[src/design/cod_pkg.sv]
// Constants and types shared by the operand addressing decoder
package cod_pkg;

  localparam int         PC_W    = 12;
  localparam logic [11:0] RST_PC = 12'h000;

  // Data space map of internal registers
  localparam logic [7:0] ADR_P1  = 8'h80;
  localparam logic [7:0] ADR_P2  = 8'h81;
  localparam logic [7:0] ADR_R3  = 8'h82;
  localparam logic [7:0] ADR_R4  = 8'h83;
  localparam logic [7:0] ADR_ACC = 8'hFF;

  localparam logic [2:0] STK_N = 3'h6;

  // Opcode high nibbles; opcodes below 80h are relative branches
  localparam logic [3:0] HI_JP   = 4'h8;
  localparam logic [3:0] HI_CALL = 4'h9;
  localparam logic [3:0] HI_BTB  = 4'hA;
  localparam logic [3:0] HI_BIT  = 4'hB;
  localparam logic [3:0] HI_SHA  = 4'hC;
  localparam logic [3:0] HI_SHB  = 4'hD;
  localparam logic [3:0] HI_DIR  = 4'hE;
  localparam logic [3:0] HI_INH  = 4'hF;

  // Direct and immediate group, low nibble
  localparam logic [3:0] LO_LDA  = 4'h0;
  localparam logic [3:0] LO_STA  = 4'h1;
  localparam logic [3:0] LO_LDIA = 4'h2;
  localparam logic [3:0] LO_LDIM = 4'h3;
  localparam logic [3:0] LO_ADD  = 4'h4;
  localparam logic [3:0] LO_ADDI = 4'h5;
  localparam logic [3:0] LO_AND  = 4'h6;
  localparam logic [3:0] LO_ANDI = 4'h7;
  localparam logic [3:0] LO_SUB  = 4'h8;
  localparam logic [3:0] LO_SUBI = 4'h9;
  localparam logic [3:0] LO_CP   = 4'hA;
  localparam logic [3:0] LO_CPI  = 4'hB;
  localparam logic [3:0] LO_INC  = 4'hC;
  localparam logic [3:0] LO_DEC  = 4'hD;

  // Inherent group, low nibble
  localparam logic [3:0] LO_NOP  = 4'h0;
  localparam logic [3:0] LO_RET  = 4'h1;
  localparam logic [3:0] LO_RETI = 4'h2;
  localparam logic [3:0] LO_WAIT = 4'h3;
  localparam logic [3:0] LO_STOP = 4'h4;
  localparam logic [3:0] LO_COM  = 4'h5;
  localparam logic [3:0] LO_RLC  = 4'h6;
  localparam logic [3:0] LO_SLA  = 4'h7;

  // Short/indirect group, opcode bits 3:2
  localparam logic [1:0] SG_LDA = 2'h0;
  localparam logic [1:0] SG_STA = 2'h1;
  localparam logic [1:0] SG_IND = 2'h2;
  localparam logic [1:0] SG_INC = 2'h3;

  localparam logic [1:0] LEN1 = 2'h1;
  localparam logic [1:0] LEN2 = 2'h2;
  localparam logic [1:0] LEN3 = 2'h3;

  typedef enum logic [3:0] {
    AM_IMM, AM_DIR, AM_SHORT, AM_EXT, AM_REL,
    AM_BITD, AM_BTB, AM_IND, AM_INH
  } cod_mode_t;

  typedef enum logic [1:0] {
    CND_NZ = 2'h0, CND_Z = 2'h1, CND_NC = 2'h2, CND_C = 2'h3
  } cod_cnd_t;

  typedef enum logic [2:0] {
    PH0 = 3'b000, PH1 = 3'b001, PH2 = 3'b011, PH3 = 3'b010, PH4 = 3'b110
  } cod_ph_t;

  typedef enum logic [3:0] {
    K_NONE, K_PASS, K_STA, K_ADD, K_AND, K_SUB, K_CP,
    K_INC, K_DEC, K_COM, K_RLC, K_SLA, K_SETB, K_CLRB
  } cod_alu_t;

  typedef enum logic [1:0] {D_NONE, D_ACC, D_MEM} cod_dst_t;

endpackage

[src/design/cod_core.sv]
// Core instruction decode, operand addressing and sequencing
`timescale 1ns/1ps
module cod_core
  import cod_pkg::*;
(
  input  wire logic        MCLK,
  input  wire logic        RST,
  output logic [11:0]      PROG_ADDR,
  input  wire logic [7:0]  PROG_RDATA,
  output logic [7:0]       DATA_ADDR,
  output logic             DATA_RD,
  output logic             DATA_WE,
  output logic [7:0]       DATA_WDATA,
  input  wire logic [7:0]  DATA_RDATA,
  input  wire logic        INT_REQ,
  input  wire logic [11:0] INT_VEC,
  output logic [7:0]       ACC,
  output logic             ZERO_FLAG,
  output logic             CARRY_FLAG,
  output logic [3:0]       ADDR_MODE,
  output logic [1:0]       INSTR_LEN,
  output logic             INSTR_DONE,
  output logic             ILLEGAL,
  output logic             HALTED
);

  cod_ph_t     ph_r, ph_nxt;
  logic [2:0]  last;
  logic [3:0]  mode, alu;
  logic [1:0]  dst;
  logic [7:0]  op_r, op, b1_r, b2_r, b2, dv_r, dv, dv_now, ea, opnd;
  logic [7:0]  p1_r, p2_r, r3_r, r4_r, acc_r, int_rd, res;
  logic [11:0] pc_r, pcn, ext_tgt, pc_inc, span, stk_top;
  logic [11:0] stk [STK_N];
  logic [2:0]  sp_r;
  logic [1:0]  len;
  logic        z_r, c_r, zs_r, cs_r, in_int_r, halt_r, cres;
  logic        zupd, cupd, ill, rd, call, pop_d, hlt, reti;
  logic        ret, irq_tk, tbit, rel_tk;

  function automatic logic int_hit(input logic [7:0] a);
    return (a[7:2] == ADR_P1[7:2]) || (a == ADR_ACC);
  endfunction

  function automatic logic [8:0] alu_f(input cod_alu_t k,
    input logic [7:0] a, input logic [7:0] b, input logic c,
    input logic [2:0] bn);
    unique case (k)
      K_PASS:  return {c, b};
      K_STA:   return {c, a};
      K_ADD:   return {1'b0, a} + {1'b0, b};
      K_AND:   return {1'b0, a & b};
      K_SUB,
      K_CP:    return {1'b0, a} - {1'b0, b};
      K_INC:   return {c, b + 8'h01};
      K_DEC:   return {c, b - 8'h01};
      K_COM:   return {a[7], ~a};
      K_RLC:   return {a, c};
      K_SLA:   return {a, 1'b0};
      K_SETB:  return {c, b | (8'h01 << bn)};
      K_CLRB:  return {c, b & ~(8'h01 << bn)};
      default: return {c, a};
    endcase
  endfunction

  // ********************************************************
  // Decode
  // ********************************************************
  assign op = (ph_r == PH1) ? PROG_RDATA : op_r;

  always_comb begin
    mode = AM_INH;
    len = LEN1;
    last = PH1;
    alu = K_NONE;
    dst = D_NONE;
    {zupd, cupd, ill, rd, call, pop_d, hlt, reti} = 8'h00;
    if (!op[7]) begin
      mode = AM_REL;
    end else begin
      unique case (op[7:4])
        HI_JP, HI_CALL: begin
          mode = AM_EXT;
          len = LEN2;
          last = PH3;
          call = (op[7:4] == HI_CALL);
        end
        HI_BTB: begin
          mode = AM_BTB;
          len = LEN3;
          last = PH4;
          rd = 1'b1;
          cupd = 1'b1;
        end
        HI_BIT: begin
          mode = AM_BITD;
          len = LEN2;
          last = PH3;
          rd = 1'b1;
          dst = D_MEM;
          alu = op[3] ? K_SETB : K_CLRB;
        end
        HI_SHA, HI_SHB: begin
          last = PH3;
          zupd = 1'b1;
          mode = AM_SHORT;
          unique case (op[3:2])
            SG_LDA: begin
              {alu, dst, rd, ill} = {K_PASS, D_ACC, 1'b1, op[4]};
            end
            SG_STA: begin
              {alu, dst, ill} = {K_STA, D_MEM, op[4]};
            end
            SG_IND: begin
              mode = AM_IND;
              rd = (op[1:0] != 2'h1);
              unique case (op[1:0])
                2'h0: {alu, dst} = {K_PASS, D_ACC};
                2'h1: {alu, dst} = {K_STA, D_MEM};
                2'h2: {alu, dst} = {K_INC, D_MEM};
                2'h3: {alu, dst} = {K_DEC, D_MEM};
              endcase
            end
            SG_INC: begin
              {alu, dst, rd} = {op[4] ? K_DEC : K_INC, D_MEM, 1'b1};
            end
          endcase
        end
        HI_DIR: begin
          {mode, len, last, rd, zupd} = {AM_DIR, LEN2, PH3, 2'h3};
          if (!op[0] && op[3:0] >= LO_ADD && op[3:0] <= LO_CP) begin
            cupd = 1'b1;
          end
          if ((op[0] || op[3:0] == LO_LDIA) && op[3:0] >= LO_LDIA &&
              op[3:0] <= LO_CPI) begin
            {mode, rd} = {AM_IMM, 1'b0};
            cupd = (op[3:0] > LO_LDIM);
          end
          unique case (op[3:0])
            LO_LDA, LO_LDIA: {alu, dst} = {K_PASS, D_ACC};
            LO_STA:  {alu, dst, rd} = {K_STA, D_MEM, 1'b0};
            LO_LDIM: begin
              {mode, len, alu, dst} = {AM_IMM, LEN3, K_PASS, D_MEM};
              {zupd, rd} = 2'h0;
            end
            LO_ADD, LO_ADDI: {alu, dst} = {K_ADD, D_ACC};
            LO_AND, LO_ANDI: {alu, dst} = {K_AND, D_ACC};
            LO_SUB, LO_SUBI: {alu, dst} = {K_SUB, D_ACC};
            LO_CP, LO_CPI:   alu = K_CP;
            LO_INC: {alu, dst} = {K_INC, D_MEM};
            LO_DEC: {alu, dst} = {K_DEC, D_MEM};
            default: ill = 1'b1;
          endcase
        end
        HI_INH: begin
          unique case (op[3:0])
            LO_NOP: ;
            LO_RET: pop_d = 1'b1;
            LO_RETI: {pop_d, reti} = 2'h3;
            LO_WAIT, LO_STOP: hlt = 1'b1;
            LO_COM, LO_RLC, LO_SLA: begin
              {last, dst, zupd, cupd} = {PH3, D_ACC, 2'h3};
              alu = (op[3:0] == LO_COM) ? K_COM :
                    (op[3:0] == LO_RLC) ? K_RLC : K_SLA;
            end
            default: ill = 1'b1;
          endcase
        end
      endcase
    end
    if (ill) begin
      {mode, len, last, alu, dst} = {AM_INH, LEN1, PH1, K_NONE, D_NONE};
      {zupd, cupd, rd} = 3'h0;
    end
  end

  // ********************************************************
  // Operands and execution
  // ********************************************************
  assign ret = (ph_r == last);
  assign irq_tk = (ph_r == PH0) && INT_REQ && !in_int_r;
  assign b2 = (ph_r == PH3) ? PROG_RDATA : b2_r;
  assign dv = (ph_r == PH3) ? dv_now : dv_r;
  assign dv_now = int_hit(DATA_ADDR) ? int_rd : DATA_RDATA;
  assign opnd = (mode != AM_IMM) ? dv : (len == LEN3) ? b2 : b1_r;
  assign {cres, res} = alu_f(cod_alu_t'(alu), acc_r, opnd, c_r, op[2:0]);
  assign tbit = dv[op[2:0]];
  assign ext_tgt = {op[3:0], b1_r};
  assign pc_inc = pc_r + 12'h001;
  assign span = {8'h00, op[3:0]};
  assign stk_top = stk[(sp_r == 3'h0) ? 3'h0 : sp_r - 3'h1];

  // Internal registers answer in data space instead of the bus
  always_comb begin
    unique case (DATA_ADDR)
      ADR_P1:  int_rd = p1_r;
      ADR_P2:  int_rd = p2_r;
      ADR_R3:  int_rd = r3_r;
      ADR_R4:  int_rd = r4_r;
      default: int_rd = acc_r;
    endcase
  end

  always_comb begin
    if (mode == AM_SHORT) begin
      ea = {ADR_P1[7:2], op[1:0]};
    end else if (mode == AM_IND) begin
      ea = op[4] ? p2_r : p1_r;
    end else begin
      ea = PROG_RDATA;
    end
  end

  always_comb begin
    unique case (cod_cnd_t'(op[6:5]))
      CND_NZ: rel_tk = !z_r;
      CND_Z:  rel_tk = z_r;
      CND_NC: rel_tk = !c_r;
      CND_C:  rel_tk = c_r;
    endcase
    pcn = pc_r + {10'h000, len};
    if (mode == AM_REL && rel_tk) begin
      pcn = op[4] ? pc_r - span : pc_inc + span;
    end else if (mode == AM_EXT) begin
      pcn = ext_tgt;
    end else if (mode == AM_BTB && tbit == op[3]) begin
      pcn = pc_inc + {{4{b2[7]}}, b2};
    end else if (pop_d) begin
      pcn = stk_top;
    end
  end

  always_comb begin
    unique case (ph_r)
      PH0: ph_nxt = (irq_tk || halt_r) ? PH0 : PH1;
      PH1: ph_nxt = (last == PH1) ? PH0 : PH2;
      PH2: ph_nxt = PH3;
      PH3: ph_nxt = (last == PH3) ? PH0 : PH4;
      PH4: ph_nxt = PH0;
      default: ph_nxt = PH0;
    endcase
  end

  // ********************************************************
  // State
  // ********************************************************
  always_ff @(posedge MCLK or posedge RST) begin
    if (RST) begin
      ph_r <= PH0;
      {op_r, b1_r, b2_r, dv_r} <= 32'h0000_0000;
    end else begin
      ph_r <= ph_nxt;
      if (ph_r == PH1) op_r <= PROG_RDATA;
      if (ph_r == PH2) b1_r <= PROG_RDATA;
      if (ph_r == PH3) {b2_r, dv_r} <= {PROG_RDATA, dv_now};
    end
  end

  always_ff @(posedge MCLK or posedge RST) begin
    if (RST) begin
      {pc_r, halt_r, in_int_r} <= {RST_PC, 2'h0};
    end else if (irq_tk) begin
      {pc_r, halt_r, in_int_r} <= {INT_VEC, 2'h1};
    end else if (ph_r == PH0 && INT_REQ) begin
      halt_r <= 1'b0;
    end else if (ret) begin
      pc_r <= pcn;
      halt_r <= hlt;
      if (reti) in_int_r <= 1'b0;
    end
  end

  // Full stack overwrites its top entry; empty pop leaves depth 0
  always_ff @(posedge MCLK or posedge RST) begin
    if (RST) begin
      sp_r <= 3'h0;
    end else if (irq_tk || (ret && call)) begin
      sp_r <= (sp_r == STK_N) ? STK_N : sp_r + 3'h1;
    end else if (ret && pop_d) begin
      sp_r <= (sp_r == 3'h0) ? 3'h0 : sp_r - 3'h1;
    end
  end

  always_ff @(posedge MCLK) begin
    if (irq_tk || (ret && call)) begin
      stk[(sp_r == STK_N) ? STK_N - 3'h1 : sp_r] <=
        irq_tk ? pc_r : pc_r + 12'h002;
    end
  end

  always_ff @(posedge MCLK or posedge RST) begin
    if (RST) begin
      {acc_r, p1_r, p2_r, r3_r, r4_r} <= 40'h00_0000_0000;
    end else if (ret && dst == D_ACC) begin
      acc_r <= res;
    end else if (ret && dst == D_MEM) begin
      unique case (DATA_ADDR)
        ADR_P1:  p1_r <= res;
        ADR_P2:  p2_r <= res;
        ADR_R3:  r3_r <= res;
        ADR_R4:  r4_r <= res;
        ADR_ACC: acc_r <= res;
        default: ;
      endcase
    end
  end

  always_ff @(posedge MCLK or posedge RST) begin
    if (RST) begin
      {z_r, c_r, zs_r, cs_r} <= 4'h0;
    end else if (irq_tk) begin
      {zs_r, cs_r} <= {z_r, c_r};
    end else if (ret && reti) begin
      {z_r, c_r} <= {zs_r, cs_r};
    end else if (ret) begin
      if (zupd) z_r <= (res == 8'h00);
      if (cupd) c_r <= (mode == AM_BTB) ? tbit : cres;
    end
  end

  // ********************************************************
  // Bus and status outputs
  // ********************************************************
  always_ff @(posedge MCLK or posedge RST) begin
    if (RST) begin
      {PROG_ADDR, DATA_ADDR, DATA_RD, DATA_WE, DATA_WDATA} <= 30'h0;
    end else begin
      DATA_RD <= (ph_r == PH2) && rd && !int_hit(ea);
      DATA_WE <= ret && dst == D_MEM && !int_hit(DATA_ADDR);
      if (ph_r == PH2) DATA_ADDR <= ea;
      if (ret) DATA_WDATA <= res;
      if (irq_tk) PROG_ADDR <= INT_VEC;
      else if (ret) PROG_ADDR <= pcn;
      else if (ph_r == PH1) PROG_ADDR <= pc_inc;
      else if (ph_r == PH2) PROG_ADDR <= pc_r + 12'h002;
    end
  end

  always_ff @(posedge MCLK or posedge RST) begin
    if (RST) begin
      {ADDR_MODE, INSTR_LEN, INSTR_DONE, ILLEGAL} <= {AM_INH, 4'h0};
    end else begin
      INSTR_DONE <= ret;
      ILLEGAL <= ret && ill;
      if (ret) {ADDR_MODE, INSTR_LEN} <= {mode, len};
    end
  end

  assign ACC = acc_r;
  assign ZERO_FLAG = z_r;
  assign CARRY_FLAG = c_r;
  assign HALTED = halt_r;
endmodule // cod_core

[config.mk]
export PLATFORM = sky130hd
export DESIGN_NAME = cod_core
export DESIGN_NICKNAME = d
export VERILOG_FILES = /design/src/design/cod_pkg.sv /design/src/design/cod_core.sv
export SDC_FILE = /design/constraint.sdc
export NUM_CORES = 1
export LEC_CHECK = 0
export ABC_AREA = 1
export BUFFER_PORTS_ARGS = -buffer_cell sky130_fd_sc_hd__buf_2
export CORE_MARGIN = 2
export CORE_UTILIZATION = 31
export DETAILED_ROUTE_END_ITERATION = 12
export GPL_ROUTABILITY_DRIVEN = 0
export GPL_TIMING_DRIVEN = 0
export PLACE_DENSITY_LB_ADDON = 0.08
export SYNTH_ARGS = -nofsm -noshare
export SYNTH_HDL_FRONTEND = slang
export SYNTH_SLANG_ARGS = --single-unit
[constraint.sdc]
create_clock -name MCLK -period 7.3 [get_ports MCLK]
set_input_delay 2.19 -clock MCLK [delete_from_list [all_inputs] [get_ports MCLK]]
set_output_delay 2.19 -clock MCLK [all_outputs]
set_load 0.02 [all_outputs]
==> flow_metrics.py <==
metrics = {
    "cells_and_area": {
        "ff_latch_area_sq_um": 5520,
        "fin_nets": 2163,
        "largestRegisters": "stk: 72 flops, PROG_ADDR: 12 flops, pc_r: 12 flops",
        "fin_cells": 2701,
        "largest_reg_flops": 72,
        "multiInputGateArea_sq_um": 7970,
        "largest_register": "stk",
        "layout-drive-gt1-share_pct": 13.8,
        "fillCellCount": 5025,
        "area_growth_pct": 16.7,
        "antenna_cells": 0,
    },
    "drt": {
        "wl_per_cell_microns": 20.0,
        "ant_nets": 0,
        "drt-initial-drc-count": 867,
        "route.vias.total": 13600,
        "vias_per_cell": 5.04,
        "drt_pass1_iterations": 5,
        "wl_mm": 54.0,
        "drc": 0,
    },
    "min_path": {
        "min_from": "DATA_WDATA[2]",
        "hold_class": "flop to flop",
        "hold_depth": 2,
        "hold-path-endpoint": "DATA_WDATA[2]",
    },
    "synthesis": {
        "synth_edf_count": 72,
        "synth_compound_area_share_pct": 16.2,
        "synthMuxAreaShare_pct": 0.295,
        "synth-seq-area-share_pct": 38.3,
        "synth_area_leader_cell": "dfrtp_1",
        "ys_types": 56,
        "synth_top_family_by_area": "simple AND/OR/NAND/NOR gates",
        "async_reset_ff_share_pct": 65.0,
        "synth_fa_ha_area_share_pct": 5.26,
        "synthesis.nets": 2033,
        "synthXorXnorAreaFrac_pct": 3.46,
        "ys.flop_type": "dfrtp_1",
        "ys_warn_count": 0,
        "syn_inst": 1945,
        "synth_simple_gate_area_share_pct": 29.0,
        "yosys.area.top_type_share_pct": 23.1,
        "synthTopCellsByArea": "dfrtp_1 (23%), edfxtp_1 (15%), nand2_1 (12%)",
        "syn_area_sq_um": 14400,
        "avgSynthCellArea_sq_um": 7.41,
        "ys_seq_elements": 206,
    },
    "timing": {
        "max_freq_mhz": 144,
        "setup_viol": 0,
        "period_needed_ns": 6.93,
        "slew_viol_final": 0,
        "fin_skew_ns": 0.0101,
        "hold_viol_final": 0,
        "post-route-period-util_pct": 94.9,
        "tightestPinTransition_ns": 1.07,
        "slew_headroom_pct": 27.8,
    },
    "setup_path": {
        "start_kind": "primary input",
        "timing.rr.start": "ph_r[1]",
        "reg2reg_depth": 36,
        "crit_arrival_ns": 7.41,
        "required_ns": 7.78,
        "cp_slowest_cell": "ha_1",
        "worstSetupEndpointType": "flop",
        "critPathMaxFanout": 10,
        "criticalPathCategory": "primary input to flop",
        "r2r_slack_ns": 1.27,
        "regToRegEndpoint": "ZERO_FLAG",
        "max_stage_delay_ns": 0.33,
    },
    "global_routing": {
        "grt_max_degree": 74,
        "grt_pass1_vias": 13500,
        "grt_usage_pct": 22.6,
        "grt-ovfl-total": 0,
        "antenna_found_initial": 0,
        "grt_pass1_wl_mm": 82.2,
    },
    "placement": {
        "dp.cells": 2640,
        "hpwl_mm": 42.5,
        "port_buffers": 79,
    },
    "floorplan": {
        "core.rowCount": 79,
        "die_area_sq_um": 48200,
        "start_util_pct": 31.2,
        "core_area_sq_um": 46300,
        "io_pins": 80,
        "fp.dieH_microns": 220,
        "dieWidth_microns": 220,
    },
    "run_status": {
        "status": "complete, no violations",
    },
    "cts": {
        "cts_buffer_depth": 3,
        "cts_htree_levels": 1,
        "cts_hold_buf": 0,
        "clock_latency_ns": 0.56,
        "clk_pin_slew_ns": 0.05,
        "cts_made_buffers": 27,
        "cts.sinks": 206,
        "cts_tree": "done",
        "cts-root-buf": "clkbuf_16",
    },
    "run": {
        "drv_cap": 0,
    },
}
[through the flow]
step	utilization, %	cell area [sq um]	hold WS, ns	setup slack, ns	TNS [ns]
after floorplan	-	14400	0.443	0.445	0
after global placement	33.7	15600	0.461	-2.24	-264.11
after detailed placement	34.0	15700	0.470	-1.66	-44.94
after CTS	36.1	16700	0.487	0.0446	0
after global routing	36.4	16800	0.506	-0.0746	-0.0746
final	36.4	16800	0.482	0.375	0
[cell type report]
type                       instances  share of cell area [%]
clock buffer                      42                    4.71
buffer                            59                    1.66
tap                              607                    4.51
timing repair buffer             104                    3.67
inverter                         213                    4.86
multi-input combinational       1464                    47.4
sequential                       206                    32.8
clock inverter                     6                   0.446
[critical path, delay by kind of cell]
| kind | cells | cell delay (ns) |
|---|---|---|
| AO/OA/AOI/OAI | 9 | 1.21 |
| XOR/XNOR | 2 | 0.33 |
| adder cells (fa/ha/maj) | 2 | 0.51 |
| buffers and inverters | 6 | 0.84 |
| AND/OR/NAND/NOR | 17 | 2.30 |
[metal layers]
layer | vias up | track usage [%] | part of all wire [%]
li1 | 6748 | - | -
met1 | 6511 | 28.7 | 44
met2 | 271 | 40.5 | 50
met3 | 79 | 2.48 | 3.6
met4 | 0 | 6.53 | 2.7
met5 | - | 0 | 0
[cells by family (layout without fill, tap and decap cells)]
logic type / Yosys count / after routing
xor gates and xnor gates: 57 / 57
AOI/OAI and AO/OA: 415 / 415
muxes: 4 / 4
DFF: 206 / 206
buffers and inverters: 275 / 424
adders and majority gates: 57 / 57
and+or+nand+nor: 931 / 931
[synthesized netlist by cell type (8+ instances only)]
library cell and n:
inv_2 14, o2111ai_1 8, a21oi_1 98, dfrtp_1 133, clkinv_1 10, o21ai_0 200
inv_1 189, a31oi_1 10, o21ai_1 22, nor3_1 25, nand3_1 124, buf_2 11
xor2_1 48, nor2_4 11, clkbuf_1 44, o22ai_1 15, nand2_1 477, o211ai_1 22
ha_1 51, nor2_1 200, edfxtp_1 72, nand3_2 9, nand2_4 13, xnor2_1 9
nor2_2 8, a211oi_1 9, nand2_2 24, nand4_1 14
[how the worst max path moves through the flow]
| stage | end | slack (ns) | from | depth (start not counted) |
|---|---|---|---|---|
| final | ZERO_FLAG | 0.37 | PROG_RDATA[2] | 36 |
| after global routing | ZERO_FLAG | -0.07 | PROG_RDATA[2] | 37 |
| after CTS | ZERO_FLAG | 0.04 | PROG_RDATA[3] | 38 |
| after detailed placement | ZERO_FLAG | -1.66 | PROG_RDATA[2] | 37 |
| after global placement | stk[3][5] | -2.24 | PROG_RDATA[1] | 24 |
| after floorplan | ZERO_FLAG | 0.44 | PROG_RDATA[1] | 31 |
[cells in the final DEF (no fill, tap or decap), types with 15 or more instances in the layout]
| cell type | synthesis | final |
|---|---|---|
| o22ai_1 | 15 | 15 |
| xor2_1 | 48 | 48 |
| o21ai_1 | 22 | 28 |
| a21oi_1 | 98 | 96 |
| clkbuf_1 | 44 | 50 |
| inv_1 | 189 | 187 |
| nand2_2 | 24 | 23 |
| nand2_1 | 477 | 476 |
| ha_1 | 51 | 45 |
| nand3_1 | 124 | 120 |
| nor2_1 | 200 | 200 |
| dfrtp_1 | 133 | 133 |
| clkbuf_16 | 0 | 27 |
| buf_4 | 2 | 22 |
| buf_2 | 11 | 89 |
| nor3_1 | 25 | 21 |
| o211ai_1 | 22 | 22 |
| edfxtp_1 | 72 | 72 |
| o21ai_0 | 200 | 194 |
[what timing repair did]
action | 4_1_cts | 5_1_grt
gates resized for setup | 18 | 19
setup buffers | 9 | 7
hold endpoints to repair | 0 | 0
setup endpoints to repair | 28 | 18
pin swaps | 4 | 6
Power is not shown: default switching activity piles up to over one toggle a cycle in this logic, so the estimate is an artifact.
